File: src/verilog/subexec_pkg.sv
// shared constants and types for the subtract and branch execution block
package subexec_pkg;

    ////////////////////////////////////////////////////////////////////////
    // instruction phases, one sys_clk cycle each
    localparam logic [1:0] PH_Q1 = 2'h0;
    localparam logic [1:0] PH_Q2 = 2'h1;
    localparam logic [1:0] PH_Q3 = 2'h2;
    localparam logic [1:0] PH_Q4 = 2'h3;

    ////////////////////////////////////////////////////////////////////////
    // opcode fields
    localparam logic [7:0] LIT_SUB_OPC   = 8'h08;
    localparam logic [5:0] FILE_SUB_OPC  = 6'h17;
    localparam logic [7:0] BR_NZ_OPC     = 8'he1;
    localparam int         DEST_BIT      = 9;
    localparam int         ACCESS_BIT    = 8;

    ////////////////////////////////////////////////////////////////////////
    // data address mapping
    localparam logic [7:0] ACCESS_SPLIT  = 8'h80;
    localparam logic [3:0] ACCESS_LO_BNK = 4'h0;
    localparam logic [3:0] ACCESS_HI_BNK = 4'hf;
    localparam logic [7:0] INDEXED_LIMIT = 8'h5f;

    ////////////////////////////////////////////////////////////////////////
    // flag positions in the flag word
    localparam int FLAG_C  = 0;
    localparam int FLAG_HC  = 1;
    localparam int FLAG_Z   = 2;
    localparam int FLAG_OVF = 3;
    localparam int FLAG_N  = 4;
    localparam int FLAG_W  = 5;

    ////////////////////////////////////////////////////////////////////////
    // software port map and reset values
    localparam logic [1:0] CTRL_OFS   = 2'h0;
    localparam logic [1:0] FLAGS_OFS  = 2'h1;
    localparam logic [1:0] ACC_OFS    = 2'h2;
    localparam logic [7:0] ACC_RESET  = 8'h00;
    localparam logic [4:0] FLAG_RESET = 5'h00;
    localparam logic       EXT_RESET  = 1'b0;

    typedef enum logic [1:0] {
        OP_NONE,
        OP_LIT_SUB,
        OP_FILE_SUB,
        OP_BRANCH_NZ
    } exec_op_t;

    typedef enum logic {
        CYC_EXEC,
        CYC_FLUSH
    } cycle_t;

endpackage : subexec_pkg
File: src/verilog/sub8_unit.sv
// eight-bit two's-complement subtractor with arithmetic flags
`timescale 1ns/10ps
`default_nettype none

module sub8_unit (
    // operands
    input  wire logic [7:0] minuend,
    input  wire logic [7:0] subtrahend,
    // result
    output logic      [7:0] diff,
    output logic            no_borrow,
    output logic            digit_no_borrow,
    output logic            overflow,
    output logic            zero,
    output logic            negative
);
    logic [8:0] full_sum;
    logic [4:0] low_sum;

    always_comb begin
        full_sum        = {1'b0, minuend} + {1'b0, ~subtrahend} + 9'h001;
        low_sum         = {1'b0, minuend[3:0]} + {1'b0, ~subtrahend[3:0]}
                          + 5'h01;
        diff            = full_sum[7:0];
        no_borrow       = full_sum[8];
        digit_no_borrow = low_sum[4];
        overflow        = (minuend[7] != subtrahend[7])
                          && (full_sum[7] != minuend[7]);
        zero            = (full_sum[7:0] == 8'h00);
        negative        = full_sum[7];
    end

endmodule : sub8_unit

`default_nettype wire

File: src/verilog/subexec_core.sv
// execution datapath for literal/file subtract and branch on nonzero
// How it works
// RULE_01 - opcode 0000 1000: accumulator gets literal minus accumulator
// RULE_02 - opcode 0101 11da: file register minus accumulator
// RULE_03 - destination bit zero writes accumulator, one writes file register
// RULE_04 - access bit zero: access bank, one: bank select; indexed to 5Fh
// RULE_05 - taken branch: decode, read, process, write pc, then one idle cycle
// RULE_06 - zero set: no branch, one cycle, pc becomes address plus two
// RULE_07 - subtracts set all five flags; carry set when no borrow
`timescale 1ns/10ps
`default_nettype none

module subexec_core #(
    parameter int PC_W = 21
) (
    // clock and reset
    input  wire logic                       sys_clk,
    input  wire logic                       rst,
    // instruction from decoder
    input  wire logic [15:0]                instr,
    input  wire logic                       instr_valid,
    output logic                            instr_taken,
    output logic                            ready,
    output logic [PC_W-1:0]                 pc,
    output logic [1:0]                      phase,
    // register file side
    input  wire logic [3:0]                 bank_select_reg,
    input  wire logic [11:0]                index_base,
    output logic [11:0]                     file_addr,
    output logic                            file_rd,
    input  wire logic [7:0]                 file_rdata,
    output logic                            file_we,
    output logic [7:0]                      file_wdata,
    // core state
    output logic [7:0]                      acc,
    output logic [subexec_pkg::FLAG_W-1:0]  flags,
    // software port
    input  wire logic [1:0]                 reg_addr,
    input  wire logic [7:0]                 reg_wdata,
    input  wire logic                       reg_we,
    input  wire logic                       reg_re,
    output logic [7:0]                      reg_rdata
);
    import subexec_pkg::*;

    if (PC_W < 9 || PC_W > 32) begin : g_bad_pc_w
        $error("PC_W must lie between 9 and 32");
    end

    ////////////////////////////////////////////////////////////////////////
    // state
    exec_op_t         op, next_op;
    cycle_t           cyc, next_cyc;
    logic [1:0]       next_phase;
    logic [15:0]      word, next_word;
    logic [7:0]       operand, next_operand;
    logic             take_br, next_take_br;
    logic [PC_W-1:0]  next_pc;
    logic [11:0]      next_file_addr;
    logic             next_file_rd;
    logic             next_file_we;
    logic [7:0]       next_file_wdata;
    logic [7:0]       next_acc;
    logic [4:0]       next_flags;
    logic             ext_en, next_ext_en;
    logic [7:0]       next_reg_rdata;

    logic [7:0]       diff;
    logic             s_c, s_hc, s_vf, s_z, s_n;
    logic [PC_W-1:0]  pc_plus2;
    logic [PC_W-1:0]  br_target;
    logic [11:0]      dec_addr;

    sub8_unit u_sub (
        .minuend         (operand),
        .subtrahend      (acc),
        .diff            (diff),
        .no_borrow       (s_c),
        .digit_no_borrow (s_hc),
        .overflow        (s_vf),
        .zero            (s_z),
        .negative        (s_n)
    );

    assign instr_taken = (phase == PH_Q1) && (cyc == CYC_EXEC) && instr_valid;
    assign ready       = (cyc == CYC_EXEC);
    assign pc_plus2    = pc + PC_W'(2);
    assign br_target   = pc_plus2
                         + PC_W'({{(PC_W-9){word[7]}}, word[7:0], 1'b0});

    ////////////////////////////////////////////////////////////////////////
    // data address resolution
    always_comb begin
        if (instr[ACCESS_BIT]) begin
            dec_addr = {bank_select_reg, instr[7:0]};              // RULE_04
        end else if (ext_en && instr[7:0] <= INDEXED_LIMIT) begin
            dec_addr = index_base + {4'h0, instr[7:0]};            // RULE_04
        end else if (instr[7:0] < ACCESS_SPLIT) begin
            dec_addr = {ACCESS_LO_BNK, instr[7:0]};                // RULE_04
        end else begin
            dec_addr = {ACCESS_HI_BNK, instr[7:0]};                // RULE_04
        end
    end

    ////////////////////////////////////////////////////////////////////////
    // instruction sequencing
    always_comb begin
        next_phase      = phase + 2'h1;
        next_op         = op;
        next_cyc        = cyc;
        next_word       = word;
        next_operand    = operand;
        next_take_br    = take_br;
        next_pc         = pc;
        next_file_addr  = file_addr;
        next_file_rd    = 1'b0;
        next_file_we    = 1'b0;
        next_file_wdata = file_wdata;
        next_acc        = acc;
        next_flags      = flags;
        case (phase)
            PH_Q1: begin
                next_op      = OP_NONE;
                next_take_br = 1'b0;
                if (instr_taken) begin
                    next_word = instr;
                    if (instr[15:8] == LIT_SUB_OPC) begin
                        next_op = OP_LIT_SUB;                      // RULE_01
                    end else if (instr[15:10] == FILE_SUB_OPC) begin
                        next_op        = OP_FILE_SUB;              // RULE_02
                        next_file_addr = dec_addr;
                        next_file_rd   = 1'b1;
                    end else if (instr[15:8] == BR_NZ_OPC) begin
                        next_op = OP_BRANCH_NZ;
                    end
                end
            end
            PH_Q2: begin
                if (op == OP_LIT_SUB || op == OP_BRANCH_NZ) begin
                    next_operand = word[7:0];
                end
            end
            PH_Q3: begin
                if (op == OP_FILE_SUB) begin
                    next_operand = file_rdata;
                end
                if (op == OP_BRANCH_NZ) begin
                    next_take_br = ~flags[FLAG_Z];                 // RULE_05
                end
            end
            PH_Q4: begin
                if (cyc == CYC_FLUSH) begin
                    next_cyc = CYC_EXEC;                           // RULE_05
                end else if (op != OP_NONE) begin
                    next_pc = take_br ? br_target : pc_plus2;      // RULE_06
                    if (take_br) begin
                        next_cyc = CYC_FLUSH;                      // RULE_05
                    end
                end
            end
            default: begin
                next_op = OP_NONE;
            end
        endcase
        // write back in Q4 from the operand latched at Q2 or Q3
        if (phase == PH_Q4 && (op == OP_LIT_SUB || op == OP_FILE_SUB)) begin
            next_flags     = {s_n, s_vf, s_z, s_hc, s_c};         // RULE_07
            if (op == OP_FILE_SUB && word[DEST_BIT]) begin
                next_file_we    = 1'b1;                            // RULE_03
                next_file_wdata = diff;                            // RULE_02
            end else begin
                next_acc = diff;                                   // RULE_01
            end
        end
    end

    always_ff @(posedge sys_clk) begin
        if (rst) begin
            phase      <= PH_Q1;
            op         <= OP_NONE;
            cyc        <= CYC_EXEC;
            word       <= 16'h0000;
            operand    <= 8'h00;
            take_br    <= 1'b0;
            pc         <= '0;
            file_addr  <= 12'h000;
            file_rd    <= 1'b0;
            file_we    <= 1'b0;
            file_wdata <= 8'h00;
            acc        <= ACC_RESET;
            flags      <= FLAG_RESET;
        end else begin
            phase      <= next_phase;
            op         <= next_op;
            cyc        <= next_cyc;
            word       <= next_word;
            operand    <= next_operand;
            take_br    <= next_take_br;
            pc         <= next_pc;
            file_addr  <= next_file_addr;
            file_rd    <= next_file_rd;
            file_we    <= next_file_we;
            file_wdata <= next_file_wdata;
            acc        <= next_acc;
            flags      <= next_flags;
        end
    end

    ////////////////////////////////////////////////////////////////////////
    // software port
    always_comb begin
        next_ext_en    = ext_en;
        next_reg_rdata = 8'h00;
        if (reg_we && reg_addr == CTRL_OFS) begin
            next_ext_en = reg_wdata[0];
        end
        if (reg_re) begin
            case (reg_addr)
                CTRL_OFS:  next_reg_rdata = {7'h00, ext_en};
                FLAGS_OFS: next_reg_rdata = {3'h0, flags};
                ACC_OFS:   next_reg_rdata = acc;
                default:   next_reg_rdata = 8'h00;
            endcase
        end
    end

    always_ff @(posedge sys_clk) begin
        if (rst) begin
            ext_en    <= EXT_RESET;
            reg_rdata <= 8'h00;
        end else begin
            ext_en    <= next_ext_en;
            reg_rdata <= next_reg_rdata;
        end
    end

endmodule : subexec_core

`default_nettype wire

File: config.mk
export PLATFORM = sky130hd
export DESIGN_NAME = subexec_core
export DESIGN_NICKNAME = d
export VERILOG_FILES = /design/src/verilog/subexec_pkg.sv /design/src/verilog/sub8_unit.sv /design/src/verilog/subexec_core.sv
export SDC_FILE = /design/constraint.sdc
export NUM_CORES = 1
export LEC_CHECK = 0
export ABC_AREA = 0
export BUFFER_PORTS_ARGS = -buffer_cell sky130_fd_sc_hd__buf_2
export CORE_MARGIN = 10
export CORE_UTILIZATION = 45
export DETAILED_ROUTE_END_ITERATION = 8
export PLACE_DENSITY = 0.79
export SLEW_MARGIN = 20
export SYNTH_ARGS = -nofsm -noshare
export SYNTH_HDL_FRONTEND = slang
export SYNTH_SLANG_ARGS = --single-unit
File: constraint.sdc
create_clock -name sys_clk -period 7.8 [get_ports sys_clk]
set_input_delay 0.39 -clock sys_clk [delete_from_list [all_inputs] [get_ports sys_clk]]
set_output_delay 0.39 -clock sys_clk [all_outputs]
set_load 0.1 [all_outputs]
==> key figures <==
Run status
  – Outcome: finished clean

Place
  – # port buffers: 114
  – Gp weighted congestion: 0.913
  – Detail Placement HPWL: 12000 um
  – Area after DPL: 6460 um^2

Flow run
  – Maximum capacitance violations: 0

Setup path
  – Flop2flop setup slack: 3710 ps
  – CP max FO: 7
  – Crit path DAT: 4320 ps
  – WS Path Type: reg2reg
  – CP required: 8040 ps
  – Worst Setup Start Kind: flip-flop
  – CP endpoint kind: flip-flop
  – Worst R2R Start: pc[1]
  – CP Launch Point: pc[1]

CTS
  – Post-CTS setup buffers: 0
  – Clock sink count: 87
  – Root Driver: clkbuf_16
  – Worst skew pair latency: 350 ps
  – Clock Tree Buf Depth: 2
  – Resized Gates After CTS: 0
  – Cts hold-fix bufs: 0
  – Clk slew on worst S/H paths: 70 ps
  – H-Tree Depth: 3
  – CTS buffer count: 9
  – TritonCTS clock tree: yes

Finish
  – Nets: 944
  – Fillers: 1226
  – Post-route cell area: 6760 um^2
  – Fin util: 0.535
  – Layout area overhead: 16.8%
  – Layout cells sized above 1: 0.176
  – Most frequent cells in the layout: buf_2, dfxtp_1, nand2_1
  – Most common cell after layout, fill and taps aside: buf_2

STA
  – RSZ-0062 raised after global routing: false
  – Worst slew pin tran: 918 ps
  – Layout Skew: 7.75 ps
  – Hold Fails Final Rpt: 0
  – Tcrit/Tclk final: 0.524
  – Count of final setup violators: 0
  – Fmax: 0.245 GHz
  – Slew Viols, Final: 0
  – Setup TNS: 0 ps
  – Worst rel slew slack: 0.388
  – Fin crit period: 4090 ps

Power
  – Worst vdd ir: 110 uV
  – PD cells: 158 nW/um^2
  – Leak: 0.00290 uW
  – Logic gate share of total power: 0.179
  – Total power: 1070 uW
  – Switching power: 317 uW
  – Cell Int Power: 753 uW
  – Sw frac: 0.296
  – Clock share of power: 0.386
  – Sequential share of power: 0.436

Synthesis
  – Post-synth ARST share: 0
  – Yosys reg bits: 87
  – Synthesized area per cell: 7.87 um^2
  – Mapped Nets: 841
  – Mapped Area: 5780 um^2
  – Post-synth EDFFs: 0
  – Ys flop type: dfxtp_1
  – Synth unique cells: 64
  – Syn. warnings: 0
  – Synth Instances: 735
  – Seq/Total Area, Yosys: 0.301

Die
  – Core ar.: 12600 um^2
  – Die footprint: 17800 um^2
  – Starting density of the core: 0.458
  – I/O pins: 123
  – Die width: 133 um
  – Die Y: 133 um
  – Std-Cell Rows: 41

Route
  – Detailed Routing Iterations Pass 1: 5
  – Via count: 5642
  – Remaining DRCs: 0
  – Vias per std cell: 5.56
  – Routed Wire Length: 16000 um
  – Routed WL per cell: 15.8 um
  – DRT iter0 DRCs: 358
  – DRT antenna net count: 0

Global routing
  – Gr usage total: 0.176
  – Gr ovfl total: 0
  – First-pass GRT wire length: 26400 um
  – Pin count of the biggest net entering global routing: 88
  – Initial antenna violation count: 1
  – Vias in the first global route: 5447

Worst hold path
  – Hold_sp: reg_wdata[0]
  – Hold WC Path Type: in2reg
[cells by family after synthesis]
family | Yosys count | synth area share
buf+inv | 57 | 0.0435
xor+xnor | 42 | 0.0636
flops | 87 | 0.301
other cells | 1 | 0.000648
compound gates | 209 | 0.228
mux | 14 | 0.0244
fa+ha+maj | 51 | 0.114
simple gates | 274 | 0.224
[layer usage]
metal / global-route usage / part of all wire / up-vias
met1: 0.218 / 0.45 / 2577
met2: 0.285 / 0.46 / 199
met4: 0.0744 / 0.027 / 0
li1: - / - / 2835
met3: 0.0429 / 0.068 / 31
met5: 0 / 0 / -
[path summary, 6_finish.rpt]
path,end,depth (start not counted)
worst min register to register,file_addr[8],2
worst max-delay path,pc[20],14
worst max register to register,pc[20],14
worst min-delay path,ext_en,3
[state kept, by name, summed over array words and instances (netlist names)]
signal / flops
acc: 8
take_br: 1
word: 9
file_we: 1
file_rd: 1
ext_en: 1
cyc: 1
phase: 2
pc: 20
file_addr: 12
operand: 8
reg_rdata: 8
file_wdata: 8
op: 2
flags: 5
[critical path: stages (launching register included)]
cell      delay, ps
dfxtp_1         490
ha_1            320
nand3_1         180
nor2_1          330
nand3_1         290
nor2_1          260
xor2_1          180
ha_1            340
a21oi_1         290
o21ai_0         120
o211ai_1        270
o21ai_0         160
xor2_1          170
a21oi_1         210
mux2_2          340
[synthesized netlist by cell type (4+ instances only)]
master    instances  area share
dfxtp_1          87        0.30
nand2_1          84       0.055
nor2_1           81       0.053
a21oi_1          78       0.068
ha_1             48        0.10
o21ai_0          32       0.028
inv_1            31       0.020
nand3_1          24       0.021
a211oi_1         23       0.030
nor3_1           23       0.020
xor2_1           23       0.035
xnor2_1          19       0.029
clkbuf_1         17       0.011
mux2i_1          13       0.023
nor2b_1           9      0.0097
o31ai_1           9       0.012
a22oi_1           8       0.010
a31oi_1           8      0.0087
and3_1            7      0.0076
nand4_1           7      0.0076
o211ai_1          7      0.0091
a21o_1            6      0.0078
o21a_1            6      0.0078
nand2b_1          5      0.0054
nor3b_1           5      0.0065
nor4_1            5      0.0054
or2_2             5      0.0054
and2_1            4      0.0043
nand3b_1          4      0.0052
o22ai_1           4      0.0043
or3_1             4      0.0043
[cell type report]
cell class / count / area, um^2 / area share
antenna: 1 / 2.50 / 0.000370
tap: 172 / 215 / 0.0319
multi-input combinational: 591 / 3800 / 0.563
clock inverter: 5 / 41.3 / 0.00611
inverter: 32 / 120 / 0.0178
timing repair buffer: 117 / 593 / 0.0878
clock buffer: 10 / 239 / 0.0354
sequential: 87 / 1740 / 0.258
[power by group through the flow]
stage | clock [uW] | sequential [uW] | combinational (uW)
5_1_grt | 439 | 467 | 214
6_report | 413 | 466 | 191
3_3_place_gp | 0 | 475 | 184
2_1_floorplan | 0 | 481 | 135
3_5_place_dp | 0 | 476 | 187
4_1_cts | 422 | 466 | 189
[stage by stage]
| step | hold WS (ps) | cells | worst slack, ps |
|---|---|---|---|
| 2_1_floorplan | 452 | 735 | 3550 |
| 3_3_place_gp | 438 | 999 | 3880 |
| 3_5_place_dp | 447 | 999 | 3760 |
| 4_1_cts | 298 | 1014 | 3740 |
| 5_1_grt | 306 | 1015 | 3260 |
| 6_report | 305 | 1015 | 3710 |
Power figures use the tool's default switching activity.
